## src/hrs_params.svh

```systemverilog
// Timing counts and field positions for the hub reset sequencer
`ifndef HRS_PARAMS_SVH
`define HRS_PARAMS_SVH
`define HRS_CLK_MHZ 25
`define HRS_T_HWRST_NS 1000
`define HRS_HWRST_CYC ((`HRS_T_HWRST_NS * `HRS_CLK_MHZ + 999) / 1000)
`define HRS_T_OPER_US 500
`define HRS_OPER_CYC (`HRS_T_OPER_US * `HRS_CLK_MHZ)
`define HRS_T_INACT_NS 1500
`define HRS_INACT_CYC (`HRS_T_INACT_NS * `HRS_CLK_MHZ / 1000)
`define HRS_T_ATTACH_NS 3000
`define HRS_ATTACH_CYC (`HRS_T_ATTACH_NS * `HRS_CLK_MHZ / 1000)
`define HRS_T_EEREAD_MS 40
`define HRS_EEREAD_CYC (`HRS_T_EEREAD_MS * `HRS_CLK_MHZ * 1000)
`define HRS_T_ATTWAIT_MS 100
`define HRS_ATTWAIT_CYC (`HRS_T_ATTWAIT_MS * `HRS_CLK_MHZ * 1000)
`define HRS_T_RST_HUB_MS 10
`define HRS_RST_HUB_CYC (`HRS_T_RST_HUB_MS * `HRS_CLK_MHZ * 1000)
`define HRS_T_RST_ROOT_MS 50
`define HRS_RST_ROOT_CYC (`HRS_T_RST_ROOT_MS * `HRS_CLK_MHZ * 1000)
`define HRS_T_RECOV_MS 10
`define HRS_RECOV_CYC (`HRS_T_RECOV_MS * `HRS_CLK_MHZ * 1000)
`define HRS_SEL_STRAP 2'h0
`define HRS_SEL_SMBUS 2'h1
`define HRS_STRAP_MASK 8'h0f
`define HRS_CFG_DEFAULT 8'h00
`define HRS_OFS_CTRL 4'h0
`define HRS_OFS_DATA 4'h4
`define HRS_OFS_CMD 4'h8
`define HRS_OFS_STATUS 4'hc
`define HRS_CTRL_START 0
`define HRS_CTRL_ROOT 1
`define HRS_CTRL_SEL_LO 2
`define HRS_CTRL_SMBDONE 4
`define HRS_CTRL_SUSP 5
`define HRS_CTRL_EEPRES 6
`define HRS_CMD_SETADDR 0
`define HRS_CMD_SETCFG 1
`endif

```

## src/hrs_pkg.sv

```systemverilog
// Types shared by both ends of the hub reset sequencer
package hrs_pkg;
    typedef enum logic [2:0] {
        D_IDLE = 3'b000,
        D_STAB = 3'b001,
        D_INACT = 3'b010,
        D_ATTDLY = 3'b011,
        D_EEREAD = 3'b100,
        D_SMBWAIT = 3'b101,
        D_RUN = 3'b110
    } hrs_dev_state_t;
    typedef enum logic [2:0] {
        H_IDLE = 3'b000,
        H_HWRST = 3'b001,
        H_WAITATT = 3'b010,
        H_ATTWAIT = 3'b011,
        H_BUSRST = 3'b100,
        H_RECOV = 3'b101,
        H_READY = 3'b110
    } hrs_host_state_t;
endpackage : hrs_pkg

```

## src/hrs_link_if.sv

```systemverilog
// Link between the hub device end and the upstream/board end
`timescale 1ns/1ns
interface hrs_link_if;
    logic hw_reset_n;     // Hardware reset, active low
    logic [1:0] cfg_sel;  // Configuration select straps
    logic usb_attach;     // Device signals attach
    logic bus_reset;      // Upstream USB bus reset level
    logic set_addr;       // Pulse: load new USB address
    logic [6:0] addr;     // Address for set_addr
    logic set_config;     // Pulse: device configured
    logic suspend_req;    // Upstream suspend level
    logic eeprom_present; // EEPROM answered
    logic [7:0] eeprom_data; // Configuration byte from EEPROM
    logic smb_done;       // SMBus load finished
    logic [7:0] smb_data; // Configuration byte from SMBus
    modport dev (
        input hw_reset_n, cfg_sel, bus_reset, set_addr, addr, set_config,
        input suspend_req, eeprom_present, eeprom_data, smb_done, smb_data,
        output usb_attach
    );
    modport host (
        output hw_reset_n, cfg_sel, bus_reset, set_addr, addr, set_config,
        output suspend_req, eeprom_present, eeprom_data, smb_done, smb_data,
        input usb_attach
    );
endinterface : hrs_link_if

```

## src/hrs_timer.sv

```systemverilog
// Down-counter giving a one-cycle pulse when a loaded delay ends
`timescale 1ns/1ns
module hrs_timer (
    input wire logic clk,          // 25 MHz clock
    input wire logic resetn,       // Async reset, active low
    input wire logic start,        // Load pulse
    input wire logic [23:0] load,  // Delay in cycles
    output logic done              // Pulse at delay end
);
    logic [23:0] count_reg;
    // Count down after a load
    always_ff @(posedge clk or negedge resetn)
    begin
        if (!resetn)
            count_reg <= 24'h00_0000;
        else if (start)
            count_reg <= load;
        else if (count_reg != 24'h00_0000)
            count_reg <= count_reg - 24'h00_0001;
    end
    // Pulse on the last counted cycle
    assign done = (count_reg == 24'h00_0001) && !start;
endmodule : hrs_timer

```

## src/hrs_device.sv

```systemverilog
// Hub device end: hardware reset, configuration path, bus reset effects
`timescale 1ns/1ns
`include "hrs_params.svh"
module hrs_device #(
    parameter logic [23:0] OPER_CYC = 24'(`HRS_OPER_CYC),
    parameter logic [23:0] EEREAD_CYC = 24'(`HRS_EEREAD_CYC)
) (
    input wire logic clk,                       // 25 MHz clock
    input wire logic resetn,                    // Power-on reset, low
    hrs_link_if.dev link,                       // Upstream/board link
    input wire logic [7:0] strap_opts,          // Strap-option pins
    input wire logic [3:0] port_charging_enable, // Charging ports
    input wire logic port_reset_req,            // Local downstream reset
    output logic [3:0] downstream_port_power_en, // Port power
    output logic [3:0] downstream_port_reset,   // Downstream reset
    output logic phy_enable,                    // Transceivers on
    output logic diff_pair_oe,                  // Pairs driven
    output logic osc_pll_run,                   // Oscillator and PLL on
    output logic operational,                   // Start-up complete
    output logic [7:0] config_value,            // Loaded configuration
    output logic [6:0] usb_address,             // Current USB address
    output logic configured,                    // Configured state
    output logic suspended,                     // Suspend state
    output logic tt_clear                       // Clear TT buffers pulse
);
    logic rst_n;
    logic sync_a_reg;
    logic sync_b_reg;
    hrs_pkg::hrs_dev_state_t state_reg;
    logic tmr_start_reg;
    logic [23:0] tmr_load_reg;
    logic tmr_done;
    logic [7:0] config_reg;
    logic phy_reg;
    logic attach_reg;
    logic oper_reg;
    logic [6:0] addr_reg;
    logic cfgd_reg;
    logic susp_reg;
    logic bus_rst_d_reg;
    logic tt_clear_reg;
    logic [3:0] power_reg;
    logic [3:0] ds_reset_reg;

    // Merge strap pins with built-in defaults
    function automatic logic [7:0] strap_merge(input logic [7:0] pins);
        strap_merge = (pins & `HRS_STRAP_MASK) |
            (`HRS_CFG_DEFAULT & ~`HRS_STRAP_MASK);
    endfunction : strap_merge
    // Hardware reset acts at once on every flop
    assign rst_n = resetn & link.hw_reset_n;
    // Release synchroniser before counters start
    always_ff @(posedge clk or negedge rst_n)
    begin
        if (!rst_n)
        begin
            sync_a_reg <= 1'b0;
            sync_b_reg <= 1'b0;
        end
        else
        begin
            sync_a_reg <= 1'b1;
            sync_b_reg <= sync_a_reg;
        end
    end

    // Oscillator and PLL halted while in reset
    assign osc_pll_run = sync_b_reg;
    hrs_timer u_timer (
        .clk(clk),
        .resetn(rst_n),
        .start(tmr_start_reg),
        .load(tmr_load_reg),
        .done(tmr_done)
    );
    // Start-up sequence and configuration path
    always_ff @(posedge clk or negedge rst_n)
    begin
        if (!rst_n)
        begin
            state_reg <= hrs_pkg::D_IDLE;
            tmr_start_reg <= 1'b0;
            tmr_load_reg <= 24'h00_0000;
            config_reg <= `HRS_CFG_DEFAULT;
            phy_reg <= 1'b0;
            attach_reg <= 1'b0;
            oper_reg <= 1'b0;
        end
        else
        begin
            tmr_start_reg <= 1'b0;
            unique case (state_reg)
                hrs_pkg::D_IDLE:
                begin
                    if (sync_b_reg)
                    begin
                        tmr_start_reg <= 1'b1;
                        if (link.cfg_sel == `HRS_SEL_STRAP)
                        begin
                            tmr_load_reg <= 24'(`HRS_INACT_CYC);
                            state_reg <= hrs_pkg::D_INACT;
                        end
                        else
                        begin
                            tmr_load_reg <= OPER_CYC;
                            state_reg <= hrs_pkg::D_STAB;
                        end
                    end
                end
                hrs_pkg::D_STAB:
                begin
                    if (tmr_done)
                    begin
                        oper_reg <= 1'b1;
                        phy_reg <= 1'b1;
                        if (link.cfg_sel == `HRS_SEL_SMBUS)
                            state_reg <= hrs_pkg::D_SMBWAIT;
                        else
                        begin
                            tmr_start_reg <= 1'b1;
                            tmr_load_reg <= EEREAD_CYC;
                            state_reg <= hrs_pkg::D_EEREAD;
                        end
                    end
                end
                hrs_pkg::D_INACT:
                begin
                    if (tmr_done)
                    begin
                        oper_reg <= 1'b1;
                        phy_reg <= 1'b1;
                        config_reg <= strap_merge(strap_opts);
                        tmr_start_reg <= 1'b1;
                        tmr_load_reg <= 24'(`HRS_ATTACH_CYC);
                        state_reg <= hrs_pkg::D_ATTDLY;
                    end
                end
                hrs_pkg::D_ATTDLY:
                begin
                    if (tmr_done)
                    begin
                        attach_reg <= 1'b1;
                        state_reg <= hrs_pkg::D_RUN;
                    end
                end
                hrs_pkg::D_EEREAD:
                begin
                    if (tmr_done)
                    begin
                        if (link.eeprom_present)
                            config_reg <= link.eeprom_data;
                        else
                            config_reg <= 8'h00;
                        attach_reg <= 1'b1;
                        state_reg <= hrs_pkg::D_RUN;
                    end
                end
                hrs_pkg::D_SMBWAIT:
                begin
                    // No timeout: stays until the load is done
                    if (link.smb_done)
                    begin
                        config_reg <= link.smb_data;
                        attach_reg <= 1'b1;
                        state_reg <= hrs_pkg::D_RUN;
                    end
                end
                hrs_pkg::D_RUN:
                    attach_reg <= 1'b1;
                default:
                    state_reg <= hrs_pkg::D_IDLE;
            endcase
        end
    end

    // Bus reset edge detect
    always_ff @(posedge clk or negedge rst_n)
    begin
        if (!rst_n)
        begin
            bus_rst_d_reg <= 1'b0;
            tt_clear_reg <= 1'b0;
        end
        else
        begin
            bus_rst_d_reg <= link.bus_reset;
            tt_clear_reg <= link.bus_reset & ~bus_rst_d_reg;
        end
    end

    // Address, configuration and suspend state
    always_ff @(posedge clk or negedge rst_n)
    begin
        if (!rst_n)
        begin
            addr_reg <= 7'h00;
            cfgd_reg <= 1'b0;
            susp_reg <= 1'b0;
        end
        else if (link.bus_reset)
        begin
            addr_reg <= 7'h00;
            cfgd_reg <= 1'b0;
            susp_reg <= 1'b0;
        end
        else if (attach_reg)
        begin
            if (link.set_addr)
                addr_reg <= link.addr;
            if (link.set_config)
                cfgd_reg <= 1'b1;
            susp_reg <= link.suspend_req;
        end
    end

    // Port power follows configuration
    always_ff @(posedge clk or negedge rst_n)
    begin
        if (!rst_n)
            power_reg <= 4'h0;
        else if (link.bus_reset)
            power_reg <= 4'h0;
        else if (attach_reg && link.set_config)
            power_reg <= 4'hf;
    end

    // Downstream reset only from local request
    always_ff @(posedge clk or negedge rst_n)
    begin
        if (!rst_n)
            ds_reset_reg <= 4'h0;
        else
            ds_reset_reg <= {4{port_reset_req & cfgd_reg}};
    end

    // Charging ports keep power through both resets
    assign downstream_port_power_en = power_reg | port_charging_enable;
    assign phy_enable = phy_reg;
    assign diff_pair_oe = phy_reg & attach_reg;
    assign operational = oper_reg;
    assign config_value = config_reg;
    assign usb_address = addr_reg;
    assign configured = cfgd_reg;
    assign suspended = susp_reg;
    assign tt_clear = tt_clear_reg;
    assign downstream_port_reset = ds_reset_reg;
    assign link.usb_attach = attach_reg;
endmodule : hrs_device

```

## src/flat_wrapper.sv

```systemverilog
// flat-port wrapper written by rule: the top's interface ports become plain ports
module hrs_device_flat 
#(
    parameter logic [23:0] OPER_CYC = 24'(`HRS_OPER_CYC),
    parameter logic [23:0] EEREAD_CYC = 24'(`HRS_EEREAD_CYC)
)
  (clk, resetn, strap_opts, port_charging_enable, port_reset_req, downstream_port_power_en, downstream_port_reset, phy_enable, diff_pair_oe, osc_pll_run, operational, config_value, usb_address, configured, suspended, tt_clear, link_hw_reset_n, link_cfg_sel, link_bus_reset, link_set_addr, link_addr, link_set_config, link_suspend_req, link_eeprom_present, link_eeprom_data, link_smb_done, link_smb_data, link_usb_attach);
  hrs_link_if link_i ();
  input wire logic clk;
  input wire logic resetn;
  input wire logic [7:0] strap_opts;
  input wire logic [3:0] port_charging_enable;
  input wire logic port_reset_req;
  output logic [3:0] downstream_port_power_en;
  output logic [3:0] downstream_port_reset;
  output logic phy_enable;
  output logic diff_pair_oe;
  output logic osc_pll_run;
  output logic operational;
  output logic [7:0] config_value;
  output logic [6:0] usb_address;
  output logic configured;
  output logic suspended;
  output logic tt_clear;
  input wire logic [$bits(link_i.hw_reset_n)-1:0] link_hw_reset_n;
  input wire logic [$bits(link_i.cfg_sel)-1:0] link_cfg_sel;
  input wire logic [$bits(link_i.bus_reset)-1:0] link_bus_reset;
  input wire logic [$bits(link_i.set_addr)-1:0] link_set_addr;
  input wire logic [$bits(link_i.addr)-1:0] link_addr;
  input wire logic [$bits(link_i.set_config)-1:0] link_set_config;
  input wire logic [$bits(link_i.suspend_req)-1:0] link_suspend_req;
  input wire logic [$bits(link_i.eeprom_present)-1:0] link_eeprom_present;
  input wire logic [$bits(link_i.eeprom_data)-1:0] link_eeprom_data;
  input wire logic [$bits(link_i.smb_done)-1:0] link_smb_done;
  input wire logic [$bits(link_i.smb_data)-1:0] link_smb_data;
  output wire logic [$bits(link_i.usb_attach)-1:0] link_usb_attach;
  assign link_i.hw_reset_n = link_hw_reset_n;
  assign link_i.cfg_sel = link_cfg_sel;
  assign link_i.bus_reset = link_bus_reset;
  assign link_i.set_addr = link_set_addr;
  assign link_i.addr = link_addr;
  assign link_i.set_config = link_set_config;
  assign link_i.suspend_req = link_suspend_req;
  assign link_i.eeprom_present = link_eeprom_present;
  assign link_i.eeprom_data = link_eeprom_data;
  assign link_i.smb_done = link_smb_done;
  assign link_i.smb_data = link_smb_data;
  assign link_usb_attach = link_i.usb_attach;
  hrs_device #(.OPER_CYC(OPER_CYC), .EEREAD_CYC(EEREAD_CYC)) u_core (.clk(clk), .resetn(resetn), .link(link_i), .strap_opts(strap_opts), .port_charging_enable(port_charging_enable), .port_reset_req(port_reset_req), .downstream_port_power_en(downstream_port_power_en), .downstream_port_reset(downstream_port_reset), .phy_enable(phy_enable), .diff_pair_oe(diff_pair_oe), .osc_pll_run(osc_pll_run), .operational(operational), .config_value(config_value), .usb_address(usb_address), .configured(configured), .suspended(suspended), .tt_clear(tt_clear));
endmodule
```

## config.mk

```make
export PLATFORM = sky130hd
export DESIGN_NAME = hrs_device_flat
export DESIGN_NICKNAME = d
export VERILOG_FILES = /design/src/hrs_pkg.sv /design/src/hrs_link_if.sv /design/src/hrs_timer.sv /design/src/hrs_device.sv /design/src/flat_wrapper.sv
export VERILOG_INCLUDE_DIRS = /design/src
export SDC_FILE = /design/constraint.sdc
export NUM_CORES = 1
export LEC_CHECK = 0
export BUFFER_PORTS_ARGS = -buffer_cell sky130_fd_sc_hd__buf_2
export CORE_MARGIN = 2
export CORE_UTILIZATION = 45
export DETAILED_ROUTE_END_ITERATION = 8
export PLACE_DENSITY = 0.72
export SKIP_CTS_REPAIR_TIMING = 1
export SLEW_MARGIN = 25
export SYNTH_ARGS = -nofsm -noshare
export SYNTH_HDL_FRONTEND = slang
export SYNTH_HIERARCHICAL = 1
export SYNTH_SLANG_ARGS = --single-unit
```

## constraint.sdc

```tcl
create_clock -name clk -period 2.5 [get_ports clk]
set_input_delay 0.5 -clock clk [delete_from_list [all_inputs] [get_ports clk]]
set_output_delay 0.5 -clock clk [all_outputs]
set_load 0.005 [all_outputs]
```

Yosys cells after proc, flatten, opt, wreduce, memory -nomap -nowiden
Index checks and enable logic that the tools add are counted.
W data, S select, Z words.
- register bits after elaboration: 80
- input bits: 47
- output and inout port bits: 31
- word-level logic and storage cells: 101
- $add $sub $neg: 1
- eq/ne operators: 15
- muxes and demuxes: 39
- bitwise logic cells: 7
- reduce and logical (&&, ||, !) cells: 23
- operators by type and width (cell ; number):
    $mux W24 ; 6
    $pmux W24 S3 ; 1
    $mux W8 ; 4
    $eq A24 B1 Y1 const B ; 1
    $pmux W8 S3 ; 1
    $reduce_bool A24 Y1 ; 1
    $sub A24 B1 Y24 const B ; 1
    $mux W7 ; 3
    $pmux W3 S6 ; 1
    $mux W3 ; 5
    $mux W14 ; 1
    $mux W1 ; 12
    $ne A2 B1 Y1 const B ; 5
    $reduce_bool A2 Y1 ; 5
    $eq A3 B3 Y1 const B ; 3
    $reduce_bool A3 Y1 ; 3
    $mux W4 ; 2
    $eq A3 B2 Y1 const B ; 2
    $pmux W1 S3 ; 2
    $reduce_and A2 Y1 ; 3
    $reduce_and A6 Y1 ; 1
    $reduce_and A5 Y1 ; 1
    $and A1 B1 Y1 ; 4
    $ne A2 B2 Y1 const B ; 2
    12 further kinds ; 15

Longest topological paths before layout
- depth after elaboration: 4
- depth in mapped cells: 10
- mapped depth without buffers: 9

Modules after synthesis
The synthesis kept the hierarchy.
- modules (own cells, without submodules) (module ; times used ; cells each ; area each (µm²)):
    hrs_device ; 1 ; 171 ; 1701.6
    hrs_timer ; 1 ; 167 ; 1516.5

Worst setup path after synthesis
No wires, ideal clock.
- path kind: reg2reg
- from: reg u_core.u_timer.count_reg[19]
- to: reg u_core.config_reg[4] (netlist: u_core/config_value[4])
- arrival time: 2551 ps
- required time: 2423 ps
- setup slack: -129 ps
- cell stages (with the launch flop): 9
- period minus slack after synthesis: 2629 ps
- cells stage by stage: dfrtp_1 > or4_4 > or3_4 > nor3_1 > nand2b_1 > o22ai_2 > buf_6 > nor2_1 > a21oi_1
- word-level cells in the longest chain between the ends: 4
- RTL lines (element ; RTL line ; RTL):
    start, declared ; hrs_timer.sv:10 ; logic [23:0] count_reg;
    start signal, assigned ; hrs_timer.sv:17 ; count_reg <= load;
    start signal, assigned ; hrs_timer.sv:19 ; count_reg <= count_reg - 24'h00_0001;
    $eq A24 B1 Y1 * ; hrs_timer.sv:22 ; assign done = (count_reg == 24'h00_0001) && !start;
    $logic_and A1 B1 Y1 * ; hrs_timer.sv:22 ;
    via u_core.tmr_done ; hrs_device.sv:32 ; logic tmr_done;
    $ne A2 B1 Y1 (no line) ; n/a ;
    $reduce_and A4 Y1 (no line) * ; n/a ;
    end signal, assigned ; hrs_device.sv:84 ; config_reg <= `HRS_CFG_DEFAULT;
    end signal, assigned ; hrs_device.sv:132 ; config_reg <= strap_merge(strap_opts);
    end signal, assigned ; hrs_device.sv:151 ; config_reg <= link.eeprom_data;
    end, declared ; hrs_device.sv:33 ; logic [7:0] config_reg;
Mark *: on every way through the listed nets, which the timed path passes. The rest lies on a longest branch.
A chain may end at the register's enable or synchronous reset.

Worst setup path in the final report
- from: reg u_core.u_timer.count_reg[19]
- to: reg u_core.config_reg[1] (netlist: u_core/config_value[1])
Same word-level chain as after synthesis.

==> flow_summary.yaml <==
synth:
  syn_avg_cell_area_um2: 9.521
  syn_inst: 338
  async_reset_ff_frac: 1.000
  yosys_warnings: 6
  yosysSeqAreaShare: 0.4666
  netlist_area_um2: 3218
  synth_edf_count: 0
  synth_ff_type: "dfrtp_1"
  ys_types: 57
  synth_seq_cells: 60
detailed_routing:
  wl_per_cell_um: 13.53
  viasPerCell: 5.243
  drt_iter0_drc: 201
  drc: 0
  vias: 2758
  wl_um: 7119
  antenna_left: 0
  drt_first_pass_iters: 4
pwr:
  p_comb_frac: 0.063
  vdd_drop_max_v: 0.0003610
  p_sw_uw: 487.0
  pwr-share-clk: 0.451
  p_sw_frac: 0.2310
  power_leakage_uw: 0.001843
  cellPowerDensity_nw_per_um2: 527.1
  p_int_uw: 1621
  total_power_uw: 2108
  sequentialPowerShare: 0.486
setup_path:
  crit_required_ns: 2.76
  regToRegStartpoint: "u_core/u_timer/count_reg[19]$_DFFE_PN0P_"
  path_cells: "or4_4 -> or3_4 -> nor3_4 -> buf_6 -> nand2b_4 -> o22ai_4 -> buf_12 -> nor2_1 -> a21oi_1"
  endpoint: "u_core/config_value[1]$_DFFE_PN0P_"
  critPathMaxFanout: 8
  slowest_stage: "or4_4"
  crit_arrival_ns: 2.67
  max_stage_delay_ns: 0.54
  cp-startpoint: "u_core/u_timer/count_reg[19]$_DFFE_PN0P_"
  critical_path_class: "reg2reg"
  cp-end-kind: "flip-flop"
  ff2ff_path_depth: 9
  cp-start-kind: "flip-flop"
  rrSetupSlack_ns: 0.09
  reg2reg_to: "u_core/config_value[1]$_DFFE_PN0P_"
timing:
  rsz0062_at_grt: "true"
  min_period_ns: 2.409
  clock_skew_ns: 0.007100
  fin_crit_sh: 0.9637
  setup_viol: 0
  fmax_mhz: 415.1
  tightest_slew_ns: 0.7776
  relSlewSlack: 0.4816
  slew_viol_final: 0
  finalHoldViolCount: 0
final_layout:
  drive_gt1_frac: 0.3000
  fill_cells: 603
  diodes: 0
  largest_reg_flops: 24
  fin_cells: 526
  syn_to_final_growth_pct: 24.30
  fin_nets: 476
clocking:
  clockBufferDepth: 2
  cts.reportedPaths.clkPinSlew_ns: 0.07
  clkLatencyLatePin_ns: 0.34
  htree_levels: 3
  cts_buffers: 9
  cts_tree: "yes"
  cts-root-buf: "clkbuf_8"
  cts.sinks: 60
grt:
  antenna_found_initial: 0
  grt_max_degree: 61
  grt_pass1_vias: 2645
  grt_pass1_wl_um: 11720
  grt.overflow.total: 0
  grt_use_total: 0.1923
outcome:
  status: "completed"
die:
  ios: 78
  core-area_um2: 6869
  initial_utilization: 0.4685
  dieArea_um2: 7844
  dieWidth_um: 88.57
  rows: 30
  dieHeight_um: 88.57
hold_path:
  hold_class: "reg2reg"
  hold_start: "u_core/sync_a_reg$_DFF_PN0_"
placement:
  dp_hpwl_um: 4906
  numPortBuffers: 73
  gp_congestion: 0.7961
  dp.cells: 506
flow_run:
  drv_cap: 0
-- stage by stage --
stage                 util  setup WS (ns)  hold WS [ns]  cell area [µm²]   TNS, ns
CTS                 0.5692       -0.05104        0.3516             3910   -0.3434
global placement    0.5381        0.02173        0.3353             3696         0
detailed placement  0.5381       -0.02435        0.3389             3696  -0.03966
floorplan                -        0.04586        0.3312             3249         0
global route        0.5823      -0.008173        0.3568             4000  -0.01815
finish              0.5823        0.09080        0.3515             4000         0
-- Yosys cell counts (all sizes together) (3+ instances only) --
cell type  instances  area share
nand2b             8       0.018
nor3              12       0.020
nor2              43       0.050
a21oi             35       0.054
inv                5      0.0058
xnor2             16       0.044
a221oi             4       0.011
dfrtp             60        0.47
a32oi              4       0.011
or2                4      0.0078
o21ai             11       0.017
mux2i              4       0.012
and2               3      0.0058
or3                5       0.011
and3               6       0.012
o22ai              5       0.012
nor4               7       0.023
a211oi             9       0.023
nor2b              4      0.0078
buf               13       0.034
clkbuf             8       0.012
ha                 3       0.012
nand3             11       0.017
nand2             27       0.031
nand4              5       0.012
nor3b              3       0.010
-- kinds of logic after synthesis --
family / after synthesis / synth area share
compound gates: 78 / 0.1524
xor+xnor: 18 / 0.04899
fa+ha+maj: 3 / 0.01167
buf+inv: 28 / 0.05599
flops: 60 / 0.4666
mux: 5 / 0.01594
other cells: 2 / 0.002334
simple gates: 144 / 0.2461
-- cell usage in the layout, fill, tap and decap left out, types with 4 or more instances in the layout --
cell type | synthesis | layout
inv_1 | 5 | 5
a211oi_1 | 8 | 8
nor3_1 | 11 | 10
nand2_1 | 27 | 27
or2_2 | 4 | 4
o22ai_1 | 4 | 4
a32oi_1 | 4 | 4
nor2b_1 | 4 | 4
nor2_1 | 43 | 42
buf_4 | 5 | 15
nor4_1 | 5 | 5
and3_1 | 5 | 5
a21oi_1 | 35 | 35
xnor2_1 | 16 | 16
or3_1 | 4 | 4
clkbuf_8 | 1 | 9
nand3_1 | 11 | 11
a221oi_1 | 4 | 4
nand2b_1 | 7 | 6
o21ai_0 | 10 | 10
nand4_1 | 4 | 4
conb_1 | 2 | 9
dfrtp_1 | 60 | 60
buf_2 | 3 | 73
-- metal layers --
layer,GRT usage,share of wire,up-vias
met3,0.04571,0.039,11
met4,0.07851,0.017,0
met1,0.2431,0.44,1316
met2,0.3185,0.50,63
li1,-,-,1368
met5,0,0,-
-- cell type report --
cell class	instances	area (µm²)	area share
Multi-Input combinational cell	257	1597	0.3991
Sequential cell	60	1501	0.3754
Timing Repair Buffer	92	545.5	0.1364
Clock buffer	9	123.9	0.03097
Tap cell	96	120.1	0.03003
Clock inverter	6	90.09	0.02252
Inverter	6	22.52	0.005630
-- power by group through the flow --
stage	Combinational, µW	Sequential [µW]	Clock [µW]
floorplan	70.3	1040	0
global placement	131	1040	0
detailed placement	134	1040	0
CTS	134	1030	975
global route	153	1030	1010
finish	132	1030	951
-- critical path: cells and delay by family, from the launching register on --
family | cells | cell delay [ns]
flip-flops | 1 | 0.39
buffers and inverters | 2 | 0.31
AO/OA/AOI/OAI | 2 | 0.36
AND/OR/NAND/NOR | 5 | 1.27
-- how the worst min path moves through the flow --
stage,end,slack [ns],depth (start not counted)
after floorplan,u_core/osc_pll_run$_DFF_PN0_,0.33,0
after global placement,u_core/osc_pll_run$_DFF_PN0_,0.34,0
after detailed placement,u_core/osc_pll_run$_DFF_PN0_,0.34,0
after CTS,u_core/downstream_port_reset[0]$_DFF_PN0_,0.35,2
after global routing,u_core/osc_pll_run$_DFF_PN0_,0.36,0
final,u_core/osc_pll_run$_DFF_PN0_,0.35,0
Note: power is estimated with default switching activity, not from simulation.
